`src/common/psd_defines.svh`:
```
`ifndef PSD_DEFINES_SVH
`define PSD_DEFINES_SVH

// -------------------------------------------------------------
// Register indices and byte addresses
// -------------------------------------------------------------
`define PSD_IDX_MODE 8'h77
`define PSD_IDX_MASK 8'h78
`define PSD_IDX_SEED 8'h80
`define PSD_IDX_EARLY 8'h84
`define PSD_ADDR_MODE 12'h1DC
`define PSD_ADDR_MASK 12'h1E0
`define PSD_ADDR_SEED 12'h200
`define PSD_ADDR_EARLY 12'h210

// -------------------------------------------------------------
// Field widths and positions
// -------------------------------------------------------------
`define PSD_MODE_BIT 0
`define PSD_MASK_W 17
`define PSD_SEED_W 17
`define PSD_EARLY_W 16
`define PSD_PORT_W 5
`define PSD_SEED_PAUSE_LSB 15
`define PSD_SEED_SIGDET_BIT 1
`define PSD_SEED_PAUSE_MSB 16
`define PSD_SEED_HALF_BIT 14
`define PSD_SEED_FULL_BIT 13
`define PSD_SEED_TENBIT_BIT 12
`define PSD_SEED_FIBER_BIT 11
`define PSD_SEED_CLKOFF_BIT 10
`define PSD_SEED_DEPTH_MSB 9
`define PSD_SEED_DEPTH_LSB 8
`define PSD_SEED_FLOCK_BIT 7
`define PSD_SEED_AUTO_BIT 6
`define PSD_SEED_PARDET_BIT 5
`define PSD_SEED_EXTCRS_BIT 4
`define PSD_SEED_INVCRS_BIT 3
`define PSD_SEED_SPARE2_BIT 2
`define PSD_SEED_SPARE0_BIT 0

// -------------------------------------------------------------
// Reset values
// -------------------------------------------------------------
`define PSD_RST_MODE 1'h0
`define PSD_RST_MASK 17'h0
`define PSD_RST_SEED 17'h6460
`define PSD_RST_EARLY 16'h0

`endif

```
`src/common/psd_pkg.sv`:
```
`default_nettype none

`include "psd_defines.svh"

package psd_pkg;

   // Received frame presented for the admission check
   typedef struct packed {
      logic valid;
      logic [`PSD_PORT_W-1:0] port;
      logic saHit;
      logic special;
   } psd_frame_s;

   // Admission verdict, one cycle after the frame
   typedef struct packed {
      logic valid;
      logic [`PSD_PORT_W-1:0] port;
      logic drop;
   } psd_verdict_s;

   // Transceiver seed word, bit 16 down to bit 0
   typedef struct packed {
      logic [1:0] pauseAdvert;
      logic advHalfDuplex;
      logic advFullDuplex;
      logic tenBitMode;
      logic fiberMode;
      logic refClockOutOffSeed;
      logic [1:0] elasticDepth;
      logic freqLockTx;
      logic autoDetect;
      logic parallelDetect;
      logic useExtPhyCrs;
      logic invertExtPhyCrs;
      logic spareBit2;
      logic signalDetectEnableSeed;
      logic spareBit0;
   } psd_seed_s;

   // Bus access outcome
   typedef enum logic [1:0] {
      PSD_ACC_NONE = 2'b00,
      PSD_ACC_READ = 2'b01,
      PSD_ACC_WRITE = 2'b10
   } psd_access_e;

endpackage

`default_nettype wire

```
`src/hw/psd_port_security_serdes_defaults_regs.sv`:
```
`default_nettype none

`include "psd_defines.svh"

// Behaviour
// RQ1: Mode 0, secured port: drop frame when source address misses and not special.
// RQ2: Mode 1, secured port: drop every frame that is not special.
// RQ3: Seventeen-bit RW per-port security enable mask, all zero after reset.
// RQ4: Seventeen-bit RW seed word, reset 17'h6460, feeds every transceiver core.
// RQ5: Seed bits 16:15 are pause advertisement, reset 2'b00.
// RQ6: Seed bit 14 half-duplex, bit 13 full-duplex advertisement, both reset 1.
// RQ7: Seed bit 12 ten-bit mode, bit 11 fiber mode, both reset 0.
// RQ8: Seed bit 10 turns reference clock output off, reset 1.
// RQ9: Seed bits 9:8 are elastic buffer depth, reset 2'b00.
// RQ10: Seed bit 7 is transmit frequency lock, reset 0.
// RQ11: Seed bit 6 auto mode detect, bit 5 parallel detect, both reset 1.
// RQ12: Seed bit 4 uses external carrier sense, bit 3 inverts it, reset 0.
// RQ13: Seed bit 1 is signal-detect enable, reset 0.
// RQ14: Sixteen-bit RW carrier select, 0 regular, 1 early, reset zero.
// RQ15: Early carrier sense and collision come from external PHY carrier sense.
// RQ16: Reserved bits read zero and ignore writes.
module psd_port_security_serdes_defaults_regs
   import psd_pkg::*;
#(
   parameter int NUM_PORTS = 17,
   parameter int NUM_LINK_PORTS = 16
) (
   // Clock and reset
   input wire logic clk,
   input wire logic rst_n,
   // APB slave
   input wire logic psel,
   input wire logic penable,
   input wire logic pwrite,
   input wire logic [11:0] paddr,
   input wire logic [31:0] pwdata,
   input wire logic [3:0] pstrb,
   output logic [31:0] prdata,
   output logic pready,
   output logic pslverr,
   // Frame admission
   input wire psd_frame_s frameIn,
   output psd_verdict_s verdictOut,
   // Transceiver seed
   output psd_seed_s seedOut,
   // Carrier sense and collision per link port
   input wire logic [NUM_LINK_PORTS-1:0] regularCrs,
   input wire logic [NUM_LINK_PORTS-1:0] regularCol,
   input wire logic [NUM_LINK_PORTS-1:0] extPhyCrs,
   input wire logic [NUM_LINK_PORTS-1:0] txActive,
   output logic [NUM_LINK_PORTS-1:0] crsOut,
   output logic [NUM_LINK_PORTS-1:0] colOut
);

   // ----------------------------------------------------------
   // Helpers
   // ----------------------------------------------------------

   // Merge write data into a stored word under byte strobes
   // A lane whose strobe is low keeps the stored byte untouched
   function automatic logic [31:0] merge_bytes(input logic [31:0] oldWord,
                                                input logic [31:0] newWord,
                                                input logic [3:0] strobes);
      logic [31:0] result;
      result = oldWord;
      for (int i = 0; i < 4; i++) begin
         if (strobes[i]) begin
            result[i*8 +: 8] = newWord[i*8 +: 8];
         end
      end
      return result;
   endfunction

   // True when the address hits one of the four registers
   // An unmapped access answers with an error and changes nothing
   function automatic logic addr_mapped(input logic [11:0] addr);
      return (addr == `PSD_ADDR_MODE) || (addr == `PSD_ADDR_MASK) ||
             (addr == `PSD_ADDR_SEED) || (addr == `PSD_ADDR_EARLY);
   endfunction

   // ----------------------------------------------------------
   // Register state
   // ----------------------------------------------------------
   // Only documented bits and seed spare bits 2 and 0 have storage; other reserved bits have no flop at all
   logic frameAdmitMode;
   logic [`PSD_MASK_W-1:0] portSecurityEnableMask;
   logic [`PSD_SEED_W-1:0] transceiverDefaultWord;
   logic [`PSD_EARLY_W-1:0] earlyCarrierCollisionSelect;

   psd_access_e access;
   logic [31:0] next_modeWord;
   logic [31:0] next_maskWord;
   logic [31:0] next_seedWord;
   logic [31:0] next_earlyWord;
   logic [31:0] readWord;
   logic modeWrite;
   logic maskWrite;
   logic seedWrite;
   logic earlyWrite;

   // ----------------------------------------------------------
   // Bus decode
   // ----------------------------------------------------------

   // Writes land only at the completing access edge
   always_comb begin
      if (psel && penable && pready) begin
         access = pwrite ? PSD_ACC_WRITE : PSD_ACC_READ;
      end else begin
         access = PSD_ACC_NONE;
      end
   end

   // Byte-lane merge of each register against its current value
   assign next_modeWord = merge_bytes({31'h0, frameAdmitMode}, pwdata, pstrb);
   assign next_maskWord = merge_bytes({15'h0, portSecurityEnableMask}, pwdata, pstrb);
   assign next_seedWord = merge_bytes({15'h0, transceiverDefaultWord}, pwdata, pstrb);
   assign next_earlyWord = merge_bytes({16'h0, earlyCarrierCollisionSelect}, pwdata, pstrb);

   // One strobe per register; an unmapped address raises none of them,
   // so a refused write cannot touch any stored bit
   assign modeWrite = (access == PSD_ACC_WRITE) && (paddr == `PSD_ADDR_MODE);
   assign maskWrite = (access == PSD_ACC_WRITE) && (paddr == `PSD_ADDR_MASK);
   assign seedWrite = (access == PSD_ACC_WRITE) && (paddr == `PSD_ADDR_SEED);
   assign earlyWrite = (access == PSD_ACC_WRITE) && (paddr == `PSD_ADDR_EARLY);

   // RQ16 reserved read zero
   // Read mux; upper bits are not stored, so they read as zero for free
   always_comb begin
      case (paddr)
         `PSD_ADDR_MODE: readWord = {31'h0, frameAdmitMode};
         `PSD_ADDR_MASK: readWord = {15'h0, portSecurityEnableMask};
         `PSD_ADDR_SEED: readWord = {15'h0, transceiverDefaultWord};
         `PSD_ADDR_EARLY: readWord = {16'h0, earlyCarrierCollisionSelect};
         default: readWord = 32'h0;
      endcase
   end

   // ----------------------------------------------------------
   // APB answer
   // ----------------------------------------------------------

   // Zero wait states: ready is raised for the cycle after setup.
   // Registering it keeps the answer off any path from the bus inputs;
   // the price is an access phase of exactly one cycle, never shorter.
   always_ff @(posedge clk) begin
      if (!rst_n) begin
         pready <= 1'h0;
      end else begin
         pready <= psel && !penable;
      end
   end

   // Read data is captured during setup and stands through the access cycle
   always_ff @(posedge clk) begin
      if (!rst_n) begin
         prdata <= 32'h0;
      end else if (psel && !penable) begin
         prdata <= pwrite ? 32'h0 : readWord;
      end
   end

   // Error flag rides with ready: set for one access cycle, cleared after
   always_ff @(posedge clk) begin
      if (!rst_n) begin
         pslverr <= 1'h0;
      end else if (psel && !penable) begin
         pslverr <= !addr_mapped(paddr);
      end else begin
         pslverr <= 1'h0;
      end
   end

   // ----------------------------------------------------------
   // Register writes
   // ----------------------------------------------------------

   // RQ16 reserved bits dropped
   // Only bit 0 is kept; bits 7:1 of the written byte go nowhere
   always_ff @(posedge clk) begin
      if (!rst_n) begin
         frameAdmitMode <= `PSD_RST_MODE;
      end else if (modeWrite) begin
         frameAdmitMode <= next_modeWord[`PSD_MODE_BIT];
      end
   end

   // RQ16 upper bits ignored
   // RQ3 security enable mask
   always_ff @(posedge clk) begin
      if (!rst_n) begin
         portSecurityEnableMask <= `PSD_RST_MASK;
      end else if (maskWrite) begin
         portSecurityEnableMask <= next_maskWord[`PSD_MASK_W-1:0];
      end
   end

   // RQ16 upper bits ignored
   // RQ4 seed word reset
   always_ff @(posedge clk) begin
      if (!rst_n) begin
         transceiverDefaultWord <= `PSD_RST_SEED;
      end else if (seedWrite) begin
         transceiverDefaultWord <= next_seedWord[`PSD_SEED_W-1:0];
      end
   end

   // RQ14 carrier select register
   always_ff @(posedge clk) begin
      if (!rst_n) begin
         earlyCarrierCollisionSelect <= `PSD_RST_EARLY;
      end else if (earlyWrite) begin
         earlyCarrierCollisionSelect <= next_earlyWord[`PSD_EARLY_W-1:0];
      end
   end

   // ----------------------------------------------------------
   // Frame admission
   // ----------------------------------------------------------
   logic portSecured;
   logic next_drop;

   // Ports beyond the mask are never secured
   // The range test comes first so no index past the mask is ever used
   assign portSecured = (int'(frameIn.port) < NUM_PORTS) &&
                        portSecurityEnableMask[frameIn.port];

   // Special frames always pass; the mode picks the rest
   always_comb begin
      next_drop = 1'b0;
      if (portSecured && !frameIn.special) begin
         if (frameAdmitMode) begin
            // RQ2 drop all others
            next_drop = 1'b1;
         end else begin
            // RQ1 drop on miss
            next_drop = !frameIn.saHit;
         end
      end
   end

   // Verdict is registered one cycle after the request
   // Drop is gated by valid so an idle cycle never reports a drop
   always_ff @(posedge clk) begin
      if (!rst_n) begin
         verdictOut <= '0;
      end else begin
         verdictOut.valid <= frameIn.valid;
         verdictOut.port <= frameIn.port;
         verdictOut.drop <= frameIn.valid && next_drop;
      end
   end

   // ----------------------------------------------------------
   // Transceiver seed distribution
   // ----------------------------------------------------------

   // Copied field by field: consumers read seed bits by name, so each name
   // is tied to its bit position here rather than by struct order alone
   always_ff @(posedge clk) begin
      if (!rst_n) begin
         seedOut <= psd_seed_s'(`PSD_RST_SEED);
      end else begin
         // RQ5 pause advertisement
         seedOut.pauseAdvert <=
            transceiverDefaultWord[`PSD_SEED_PAUSE_MSB:`PSD_SEED_PAUSE_LSB];
         // RQ6 duplex advertisement
         seedOut.advHalfDuplex <= transceiverDefaultWord[`PSD_SEED_HALF_BIT];
         seedOut.advFullDuplex <= transceiverDefaultWord[`PSD_SEED_FULL_BIT];
         // RQ7 interface modes
         seedOut.tenBitMode <= transceiverDefaultWord[`PSD_SEED_TENBIT_BIT];
         seedOut.fiberMode <= transceiverDefaultWord[`PSD_SEED_FIBER_BIT];
         // RQ8 clock output off
         seedOut.refClockOutOffSeed <= transceiverDefaultWord[`PSD_SEED_CLKOFF_BIT];
         // RQ9 elastic depth
         seedOut.elasticDepth <=
            transceiverDefaultWord[`PSD_SEED_DEPTH_MSB:`PSD_SEED_DEPTH_LSB];
         // RQ10 frequency lock
         seedOut.freqLockTx <= transceiverDefaultWord[`PSD_SEED_FLOCK_BIT];
         // RQ11 detection modes
         seedOut.autoDetect <= transceiverDefaultWord[`PSD_SEED_AUTO_BIT];
         seedOut.parallelDetect <= transceiverDefaultWord[`PSD_SEED_PARDET_BIT];
         // RQ12 external carrier sense
         seedOut.useExtPhyCrs <= transceiverDefaultWord[`PSD_SEED_EXTCRS_BIT];
         seedOut.invertExtPhyCrs <= transceiverDefaultWord[`PSD_SEED_INVCRS_BIT];
         // RQ13 signal detect
         seedOut.signalDetectEnableSeed <= transceiverDefaultWord[`PSD_SEED_SIGDET_BIT];
         // Spare positions are stored and passed on, unused downstream
         seedOut.spareBit2 <= transceiverDefaultWord[`PSD_SEED_SPARE2_BIT];
         seedOut.spareBit0 <= transceiverDefaultWord[`PSD_SEED_SPARE0_BIT];
      end
   end

   // ----------------------------------------------------------
   // Carrier sense and collision select
   // ----------------------------------------------------------
   logic [NUM_LINK_PORTS-1:0] earlyCrs;
   logic [NUM_LINK_PORTS-1:0] earlyCol;

   // RQ15 early from external
   // Collision is carrier seen while this port transmits
   assign earlyCrs = extPhyCrs;
   assign earlyCol = extPhyCrs & txActive;

   // Per-port selection; a flop keeps the outputs glitch free
   always_ff @(posedge clk) begin
      if (!rst_n) begin
         crsOut <= '0;
      end else begin
         // RQ14 per-port select
         for (int p = 0; p < NUM_LINK_PORTS; p++) begin
            crsOut[p] <= earlyCarrierCollisionSelect[p] ? earlyCrs[p] : regularCrs[p];
         end
      end
   end

   // Collision follows the same select bit as carrier for its port, so the
   // two never come from different sources on one port
   always_ff @(posedge clk) begin
      if (!rst_n) begin
         colOut <= '0;
      end else begin
         // RQ14 per-port select
         for (int p = 0; p < NUM_LINK_PORTS; p++) begin
            colOut[p] <= earlyCarrierCollisionSelect[p] ? earlyCol[p] : regularCol[p];
         end
      end
   end

endmodule

`default_nettype wire

```
`config.mk`:
```
export PLATFORM = sky130hd
export DESIGN_NAME = psd_port_security_serdes_defaults_regs
export DESIGN_NICKNAME = d
export VERILOG_FILES = /design/src/common/psd_pkg.sv /design/src/hw/psd_port_security_serdes_defaults_regs.sv
export VERILOG_INCLUDE_DIRS = /design/src /design/src/common
export SDC_FILE = /design/constraint.sdc
export NUM_CORES = 1
export LEC_CHECK = 0
export BUFFER_PORTS_ARGS = -buffer_cell sky130_fd_sc_hd__buf_2
export CELL_PAD_IN_SITES_DETAIL_PLACEMENT = 1
export CELL_PAD_IN_SITES_GLOBAL_PLACEMENT = 1
export CORE_ASPECT_RATIO = 1.5
export CORE_MARGIN = 1
export CORE_UTILIZATION = 36
export CTS_BUF_LIST = sky130_fd_sc_hd__clkbuf_4
export DETAILED_ROUTE_END_ITERATION = 16
export MAX_ROUTING_LAYER = met4
export PLACE_DENSITY = 0.82
export SYNTH_ARGS = -nofsm -noshare
export SYNTH_HDL_FRONTEND = slang
export SYNTH_SLANG_ARGS = --single-unit
```
`constraint.sdc`:
```
create_clock -name clk -period 2.1 [get_ports clk]
set_input_delay 0.42 -clock clk [delete_from_list [all_inputs] [get_ports clk]]
set_output_delay 0.42 -clock clk [all_outputs]
set_load 0.02 [all_outputs]
```
==> summary.md, run 1 <==
| Metric | Value |
|---|---|
| Yosys reg bits | `126` |
| Max Fclk | `611.0 MHz` |
| Non-Filler Instances | `919` |
| Post-DP HPWL | `11.37 mm` |
| Initial antenna violation count | `2` |
| Synth Warn # | `0` |
| GPL Wtd Cong | `0.8411` |
| CTS tree | `yes` |
| Post-CTS sizing | `0` |
| Fin. max-slew vios | `0` |
| Switching Share | `25.93%` |
| Vias in the first global route | `roughly 5000` |
| Crit Reg-Reg Startpoint | `pready$_SDFF_PN0_` |
| Min Tclk post-route | `around 1.6 ns` |
| Synth Area per Inst | `9.915 sq um` |
| Vias | `4607` |
| Status | `completed` |
| Mapped cell area | `roughly 5000 sq um` |
| Logic pwr share | `a little under a tenth` |
| Placed Cells incl. Taps | `slightly below 900` |
| Setup CP Type | `flop to flop` |
| Port bufs | `~180` |
| Type of origin of the critical path | `flop` |
| Cells on worst reg2reg path | `4` |
| Internal | `around 3400 uW` |
| Reported max-cap violation count | `0` |
| PD cells | `695.7 nW/um^2` |
| DRT antenna net count | `0` |
| Fin crit share | `77.93%` |
| Cells on Worst Hold Path | `2` |
| Hold Buf Count CTS | `0` |
| Area grow syn2layout | `29.48%` |
| Chip height | `148.3 microns` |
| EDFF count, synth | `0` |
| H-tree Lvls | `4` |
| Crit end category | `flop` |
| Data arrival time of the worst path | `2.05 ns` |
| First-pass GRT wire length | `24.26 mm` |
| Clk network pwr share | `38.3%` |
| Net Sw Power | `about 1200 uW` |
| Die X | `99.53 microns` |
| Clock Skew | `0.01713 ns` |
| Hold violation total from the final report | `0` |
| Commonest non-fill, non-tap cell in the layout | `buf_2` |
| Gr ovfl total | `0` |
| Worst skew pair latency | `0.52 ns` |
| Hold path startpoint | `frameIn[7]` |
| Ports | `215` |
| VDD IR max | `0.3431 mV` |
| Core ar. | `13990 sq um` |
| First DRT Iteration DRCs | `88` |
| Register area share after synthesis | `roughly 50%` |
| Post-CTS Setup Inserts | `0` |
| Min-delay worst type | `input pin to flop` |
| Synth Instances | `518` |
| Lkg Pwr | `0.002931 uW` |
| Setup violators final | `0` |
| R2r endpoint | `transceiverDefaultWord[10]$_SDFFE_PN1P_` |
| Initial Utilization | `36.71%` |
| Most frequent cells in the layout | `183 x buf_2, 126 x dfxtp_1, 63 x mux2i_1` |
| Top FF cell, synth | `dfxtp_1` |
| Unrepaired setup endpoints after global routing | `false` |
| Worst-case clock buffer depth | `2` |
| Share of power burned in registers | `52.7%` |
| Worst setup margin | `roughly 0.46 ns` |
| Clock slew at reported path FFs | `0.11 ns` |
| Number of vias per cell | `5.013` |
| Worst Hold Endpoint | `verdictOut[6]$_SDFF_PN0_` |
| Worst slack, placed | `-0.001780 ns` |
| Die area | `14760 sq um` |
| Fin nets | `837` |
| Rows | `53` |
| Total GRT Usage | `approximately 22%` |
| Distinct cells, synth | `47` |
| Largest net degree at the start of global routing | `57` |
| Drt pass-1 iters | `6` |
| Reg-to-reg setup timing slack | `approximately 0.46 ns` |
| Ys async rst share | `0%` |
| Root buf cell | `clkbuf_4` |
| Final wirelength | `15.27 mm` |
| CP max FO | `6` |
| Residual DRC | `0` |
| Num CTS Buffers | `17` |
| # clock sinks | `126` |
| Share of cells above drive strength 1 | `a little over a third` |
| Critical Path RT | `2.51 ns` |
| Avg WL per Cell | `~17 microns` |
power by group through the flow:
stage / clock network [uW] / logic, uW / registers (uW)
after detailed placement: 0 / 419 / 2490
after floorplan: 0 / 172 / 2550
after global placement: 0 / 399 / 2490
after CTS: 1820 / 421 / 2440
after global routing: 1930 / 454 / 2440
final: 1770 / 419 / 2440
critical path: stages, from the launching register on:
cell and delay, ns:
dfxtp_1 0.35, and4_1 0.34, nand2_1 0.15, nor3_4 0.31, mux2_2 0.38
cell usage after synthesis (2+ instances only):
master | instances | share of area (%)
dfxtp_1 | 126 | 49
mux4_2 | 2 | 0.88
mux2_2 | 5 | 1.1
a21o_1 | 2 | 0.29
buf_2 | 7 | 0.68
buf_1 | 2 | 0.15
nand3_1 | 38 | 3.7
or4_1 | 2 | 0.29
and2_1 | 8 | 0.97
buf_6 | 2 | 0.44
nor2b_1 | 2 | 0.24
o2bb2ai_1 | 15 | 2.6
nor2_1 | 21 | 1.5
nand2_1 | 48 | 3.5
nor3_4 | 4 | 1.3
nand4_1 | 2 | 0.24
a22o_1 | 16 | 2.7
and3_1 | 2 | 0.24
a21oi_1 | 37 | 3.6
nand2b_1 | 26 | 3.2
mux2i_1 | 63 | 12
o21ai_0 | 18 | 1.8
buf_4 | 16 | 2.3
and4b_1 | 2 | 0.39
inv_1 | 16 | 1.2
clkbuf_1 | 15 | 1.1
through the flow:
step	instance area, sq um	total power, uW	hold slack, ns	setup TNS, ns	util [%]
global route	6650	4830	0.07936	0	47.53
floorplan	5189	2718	0.4267	0	-
global placement	6344	2890	0.4423	0	45.34
CTS	6645	4681	0.08763	0	47.49
finish	6650	4627	0.1288	0	47.53
detailed placement	6344	2912	0.4540	-0.001780	45.34
kinds of logic (layout without fill, tap and decap cells):
group,Yosys count,in the layout,share of synthesized area [%]
simple gates,163,163,17.66
flops,126,126,49.11
buf+inv,60,253,6.041
other cells,1,17,0.07301
mux,70,70,14.25
compound gates,98,98,12.86
sequential cells by signal, indices dropped and copies added (netlist names):
register	flops
pslverr	1
prdata	17
colOut	16
transceiverDefaultWord	17
crsOut	16
frameAdmitMode	1
pready	1
portSecurityEnableMask	17
seedOut	17
earlyCarrierCollisionSelect	16
verdictOut	7
final cells by class:
type,instances,area (sq um)
fillers,1676,7342
repair buffers,204,1161
multi-input cells,346,2356
clock buffers,18,135.1
flip-flops and latches,126,2522
inverters,17,63.81
well taps,192,240.2
clock inverters,14,166.4
diodes,2,5.005
worst max-delay path by stage:
stage / from / end / slack [ns] / cells after the start
floorplan: paddr[5] / transceiverDefaultWord[10]$_SDFFE_PN1P_ / 0.18 / 4
global placement: paddr[5] / transceiverDefaultWord[14]$_SDFFE_PN1P_ / 0.04 / 5
detailed placement: paddr[5] / transceiverDefaultWord[14]$_SDFFE_PN1P_ / -0.002 / 5
CTS: pready$_SDFF_PN0_ / transceiverDefaultWord[5]$_SDFFE_PN1P_ / 0.45 / 5
global route: pready$_SDFF_PN0_ / transceiverDefaultWord[12]$_SDFFE_PN0P_ / 0.34 / 5
finish: pready$_SDFF_PN0_ / transceiverDefaultWord[10]$_SDFFE_PN1P_ / 0.46 / 4
layer usage:
| metal | track usage [%] | vias to the layer above | part of all wire [%] |
|---|---|---|---|
| li1 | - | 2185 | - |
| met1 | 21.60 | 2212 | 37 |
| met2 | 40.69 | 172 | 55 |
| met3 | 5.122 | 38 | 4.2 |
| met4 | 10.51 | 0 | 3.2 |
| met5 | - | - | 0 |
No activity file was read; power rests on OpenSTA's default activity.
==> inputs of run 2 (changes only) <==
ABC_AREA = 1   (was default)
CORE_UTILIZATION = 35   (was 36)
PLACE_DENSITY = 0.84   (was 0.82)
clock period = 1.6 ns   (was 2.1 ns; I/O delays follow)
==> summary.md, run 2 <==
| Metric | Value |
|---|---|
| Synth Area per Inst | `7.646 sq um` |
| Non-Filler Instances | `1107` |
| CTS tree | `yes` |
| Top FF cell, synth | `dfxtp_1` |
| DRT antenna net count | `0` |
| Vias in the first global route | `5672` |
| Clk network pwr share | `37.5%` |
| Die X | `101.7 microns` |
| Initial Utilization | `35.95%` |
| Fin nets | `1020` |
| Levels on crit path | `7` |
| Data arrival time of the worst path | `1.92 ns` |
| Cells on worst reg2reg path | `7` |
| Slowest stage cell, crit path | `dfxtp_1` |
| Avg WL per Cell | `15.59 microns` |
| Rows | `54` |
| Post-DP HPWL | `13.03 mm` |
| Switching Share | `25.78%` |
| Most frequent cells in the layout | `183 x buf_2, 126 x dfxtp_1, 108 x nand3_1` |
| Min Tclk post-route | `1.503 ns` |
| Ys async rst share | `0%` |
| Logic pwr share | `9.9%` |
| Cells along the critical path | `nand3_1, nor2_4, buf_12, nand3_2, buf_4, o21ai_0, a21oi_1` |
| CP max FO | `13` |
| Synth top cells by count | `126 x dfxtp_1, 108 x nand3_1, 105 x nand2_1, 93 x a21oi_1, 75 x inv_1` |
| Fin. max-slew vios | `0` |
| Root buf cell | `clkbuf_4` |
| Distinct cells, synth | `31` |
| Chip height | `151.6 microns` |
| Final core occ | `between 40% and 50%` |
| Unrepaired setup endpoints after global routing | `false` |
| Drt pass-1 iters | `4` |
| Die area | `15420 sq um` |
| Crit end category | `flop` |
| Net Sw Power | `about 1600 uW` |
| Worst setup startpoint | `pready$_SDFF_PN0_` |
| Synth top area share | `between 40% and 50%` |
| Yosys reg bits | `126` |
| Top Family by Delay on Critical Path | `simple AND/OR/NAND/NOR gates` |
| Register area share after synthesis | `48.30%` |
| Lkg Pwr | `roughly 0.0033 uW` |
| Placed Cells incl. Taps | `1061` |
| Clock slew at reported path FFs | `0.12 ns` |
| Fin crit share | `93.93%` |
| Share of cells above drive strength 1 | `30.40%` |
| Synth top area cells | `dfxtp_1 48%, nand3_1 10%, a21oi_1 8.9%` |
| Fillers | `1907` |
| Reported max-cap violation count | `0` |
| Post-CTS Setup Inserts | `0` |
| CP endpoint | `transceiverDefaultWord[8]$_SDFFE_PN0P_` |
| Commonest non-fill, non-tap cell in the layout | `buf_2` |
| Hold violation total from the final report | `0` |
| Crit path largest cell delay | `0.34 ns` |
| Initial antenna violation count | `2` |
| VDD IR max | `0.3641 mV` |
| Setup CP Type | `flop to flop` |
| Max Fclk | `approximately 670 MHz` |
| First DRT Iteration DRCs | `140` |
| Setup violators final | `0` |
| Vias | `5421` |
| Final instance area | `about 6900 sq um` |
| Synth Instances | `683` |
| Critical Path RT | `roughly 2 ns` |
| R2r endpoint | `transceiverDefaultWord[8]$_SDFFE_PN0P_` |
| Most numerous cell in the Yosys netlist | `dfxtp_1` |
| Core ar. | `14530 sq um` |
| Final wirelength | `17.26 mm` |
| Worst skew pair latency | `between 0.5 and 0.6 ns` |
| Placed Area | `6489 sq um` |
| First-pass GRT wire length | `26.87 mm` |
| Area grow syn2layout | `32.06%` |
| Total GRT Usage | `23.65%` |
| Crit Reg-Reg Startpoint | `pready$_SDFF_PN0_` |
| Final hold slack | `0.02400 ns` |
| Residual DRC | `0` |
| Ports | `215` |
| Sequential cell area | `between 2000 and 3000 sq um` |
| Type of origin of the critical path | `flop` |
| Status | `completed` |
| H-tree Lvls | `4` |
| Port bufs | `183` |
| Num CTS Buffers | `17` |
| Share of power burned in registers | `52.7%` |
| Mapped cell area | `5223 sq um` |
| GPL Wtd Cong | `0.8272` |
| PD cells | `881.3 nW/um^2` |
| Synth Warn # | `0` |
| Min-delay worst type | `input pin to flop` |
| Worst-case clock buffer depth | `2` |
| # clock sinks | `126` |
| Reg-to-reg setup timing slack | `between 0.09 and 0.1 ns` |
| Largest net degree at the start of global routing | `39` |
| Internal | `4511 uW` |
| Number of vias per cell | `4.897` |
| Worst path bufs/invs | `2` |
| Clock Skew | `about 0.012 ns` |
| EDFF count, synth | `0` |
| Multi-input logic area | `between 2000 and 2500 sq um` |
| Gr ovfl total | `0` |
| Yosys top cell by area | `dfxtp_1` |
[run 2: area by class of cell]
type	count	share of cell area, %
inverter	82	4.463
sequential	126	36.57
clock buffer	19	2.068
multi-input combinational	442	31.46
antenna	3	0.1089
clock inverter	13	2.141
timing repair buffer	226	19.63
tap	196	3.556
[run 2: what timing repair did]
item                                    CTS  global route
hold endpoints to repair                  6             5
resized for setup                         0             1
endpoints found under the setup margin    0             1
hold buffers                              6             5
[run 2: per-layer routing]
layer  global-route usage (%)  wire, microns  vias up  share of wire (%)
met1                    21.41           6033     2549                 35
li1                         -              -     2662                  -
met2                    44.70           9710      161                 56
met5                        -              0        -                  0
met3                    5.275            762       49                4.4
met4                    13.19            754        0                4.4
[run 2: stage by stage]
stage                     total power, uW  TNS, ns  setup WS [ns]
final                                6078        0        0.09711
after global routing                 6335        0        0.01331
after CTS                            6122        0         0.1012
after detailed placement             3848   -3.523        -0.1485
after global placement               3833   -1.131       -0.06411
after floorplan                      3580        0        0.07154
[run 2: worst min path at each step]
stage,from,to,slack (ns),depth (start not counted)
after floorplan,frameIn[4],verdictOut[3]$_SDFF_PN0_,0.41,2
after global placement,transceiverDefaultWord[15]$_SDFFE_PN0P_,seedOut[15]$_SDFF_PN0_,0.44,2
after detailed placement,transceiverDefaultWord[8]$_SDFFE_PN0P_,seedOut[8]$_SDFF_PN0_,0.45,2
after CTS,regularCol[2],colOut[2]$_SDFF_PN0_,0.0004,3
after global routing,regularCol[4],colOut[4]$_SDFF_PN0_,0.001,3
final,regularCol[2],colOut[2]$_SDFF_PN0_,0.02,3
[run 2: power groups by stage]
stage	clock network [uW]	logic (uW)	registers, uW
after floorplan	0	235	3340
after global placement	0	562	3270
after detailed placement	0	575	3270
after CTS	2330	589	3200
after global routing	2470	657	3210
final	2280	599	3200
[run 2: cell families (layout without fill, tap and decap cells)]
family	count (synthesis)	count (layout)	share of synthesized area [%]
buffers and inverters	129	340	11.16
other	1	18	0.07180
AO/OA/AOI/OAI	155	155	15.76
flip-flops	126	126	48.30
AND/OR/NAND/NOR	272	272	24.70
[run 2: worst min-delay path: stages]
cell and delay, ns:
buf_2 0.09, nand2_1 0.06, a21oi_1 0.06
==> inputs of run 3 (changes only) <==
BUFFER_PORTS_ARGS = default   (was -buffer_cell sky130_fd_sc_hd__buf_2)
CORE_UTILIZATION = 46   (was 35)
DONT_BUFFER_PORTS = 1   (was default)
PLACE_DENSITY = 0.83   (was 0.84)
==> summary.md, run 3 (synthesis gave the netlist of run 2 again) <==
| Metric | Value |
|---|---|
| Ports | `215` |
| Crit end category | `flop` |
| Slowest stage cell, crit path | `dfxtp_1` |
| H-tree Lvls | `4` |
| Avg WL per Cell | `20.67 microns` |
| Num CTS Buffers | `17` |
| Fin. max-slew vios | `0` |
| Tot Pwr | `6036 uW` |
| First-pass GRT wire length | `29.48 mm` |
| DRT antenna net count | `0` |
| Non-Filler Instances | `944` |
| First DRT Iteration DRCs | `185` |
| Worst setup margin | `0.04281 ns` |
| Final wirelength | `19.51 mm` |
| Max Fclk | `642.2 MHz` |
| Vias | `between 5000 and 6000` |
| Fin Setup TNS | `0 ns` |
| Die area | `11790 sq um` |
| Fin nets | `a little over 900` |
| Hold violation total from the final report | `0` |
| Worst path bufs/invs | `2` |
| Data arrival time of the worst path | `1.97 ns` |
| Vias in the first global route | `5733` |
| Cells along the critical path | `nand3_1, nor2_4, nand2_4, inv_2, nand2_2, buf_12, o21ai_0, a21oi_1` |
| Min-delay worst type | `input pin to flop` |
| Share of cells above drive strength 1 | `10.58%` |
| Placed Cells incl. Taps | `~820` |
| CP max FO | `15` |
| Fin crit share | `97.32%` |
| Worst-case clock buffer depth | `2` |
| Unrepaired setup endpoints after global routing | `false` |
| Crit path largest cell delay | `0.37 ns` |
| Residual DRC | `0` |
| Clock slew at reported path FFs | `~0.12 ns` |
| Worst skew pair latency | `0.53 ns` |
| Reported max-cap violation count | `0` |
| Rows | `47` |
| Core ar. | `approximately 11000 sq um` |
| Root buf cell | `clkbuf_4` |
| Clock Skew | `between 0.01 and 0.015 ns` |
| # clock sinks | `126` |
| Type of origin of the critical path | `flop` |
| Min Tclk post-route | `1.557 ns` |
| Top Family by Delay on Critical Path | `simple AND/OR/NAND/NOR gates` |
| Initial antenna violation count | `2` |
| Port bufs | `0` |
| Fillers | `1375` |
| Setup CP Type | `flop to flop` |
| Most frequent cells in the layout | `126 x dfxtp_1, 108 x nand3_1, 105 x nand2_1` |
| Die X | `89 microns` |
| CTS tree | `yes` |
| VDD IR max | `about 0.47 mV` |
| Worst slack, placed | `-0.06107 ns` |
| Post-DP HPWL | `between 10 and 15 mm` |
| Chip height | `132.5 microns` |
| Total GRT Usage | `34.87%` |
| Initial Utilization | `47.24%` |
| Gr ovfl total | `0` |
| Number of vias per cell | `5.602` |
| Largest net degree at the start of global routing | `60` |
| Setup violators final | `0` |
| Commonest non-fill, non-tap cell in the layout | `dfxtp_1` |
| Status | `completed` |
| Final core occ | `around three fifths` |
| Area grow syn2layout | `27.34%` |
| Drt pass-1 iters | `5` |
| GPL Wtd Cong | `0.8304` |
| PD cells | `907.6 nW/um^2` |
| Lkg Pwr | `roughly 0.0028 uW` |
| Critical Path RT | `2.01 ns` |
## run 3: cell count changes in the layout (fill, tap and decap cells not counted), moves of 2 or more
cell	before	now
buf_2	183	0
clkinv_1	3	1
dlygate4sd3_1	11	91
clkinv_2	3	6
buf_4	25	14
## run 3: report_power, final
part	switching (uW)	internal, uW
Clock	1190	1070
Sequential	94.5	3190
Combinational	261	229
Total	1540	4490
## run 3: cell type report
class                   count  area, sq um  share of cell area [%]
diodes                      3        7.507                  0.1129
clock buffers              18        135.1                   2.032
clock inverters            13        147.6                   2.220
inverters                  82        307.8                   4.628
multi-input cells         442         2170                   32.62
flip-flops and latches    126         2522                   37.93
well taps                 147        183.9                   2.766
repair buffers            113         1176                   17.69
## run 3: worst paths after layout
path,to,slack [ns],depth (start not counted),start
worst max-delay path,earlyCarrierCollisionSelect[2]$_SDFFE_PN0P_,0.04,8,pready$_SDFF_PN0_
worst min-delay path,earlyCarrierCollisionSelect[1]$_SDFFE_PN0P_,0.04,2,pwdata[1]
worst max register to register,earlyCarrierCollisionSelect[2]$_SDFFE_PN0P_,0.04,8,pready$_SDFF_PN0_
worst min register to register,seedOut[4]$_SDFF_PN0_,0.45,2,transceiverDefaultWord[4]$_SDFFE_PN0P_
## run 3: metal layers
metal | GRT usage [%] | vias to the layer above | wire [microns] | share of wire [%]
li1 | - | 2433 | - | -
met1 | 30.84 | 2557 | 6430 | 33
met2 | 63.08 | 215 | 10780 | 55
met3 | 7.860 | 83 | 956 | 4.9
met4 | 23.90 | 0 | 1345 | 6.9
met5 | - | - | 0 | 0
## run 3: timing repair
item	in CTS	in global routing
gates resized for setup	0	0
endpoints found under the hold margin	102	0
hold buffers	92	0
setup buffers	0	0
## run 3: through the flow
step                      area, sq um  hold WS [ns]
after floorplan                  5275        0.4135
after global placement           5429        0.4151
after detailed placement         5429        0.4235
after CTS                        6643      0.003521
after global routing             6648       0.05151
final                            6650       0.04263
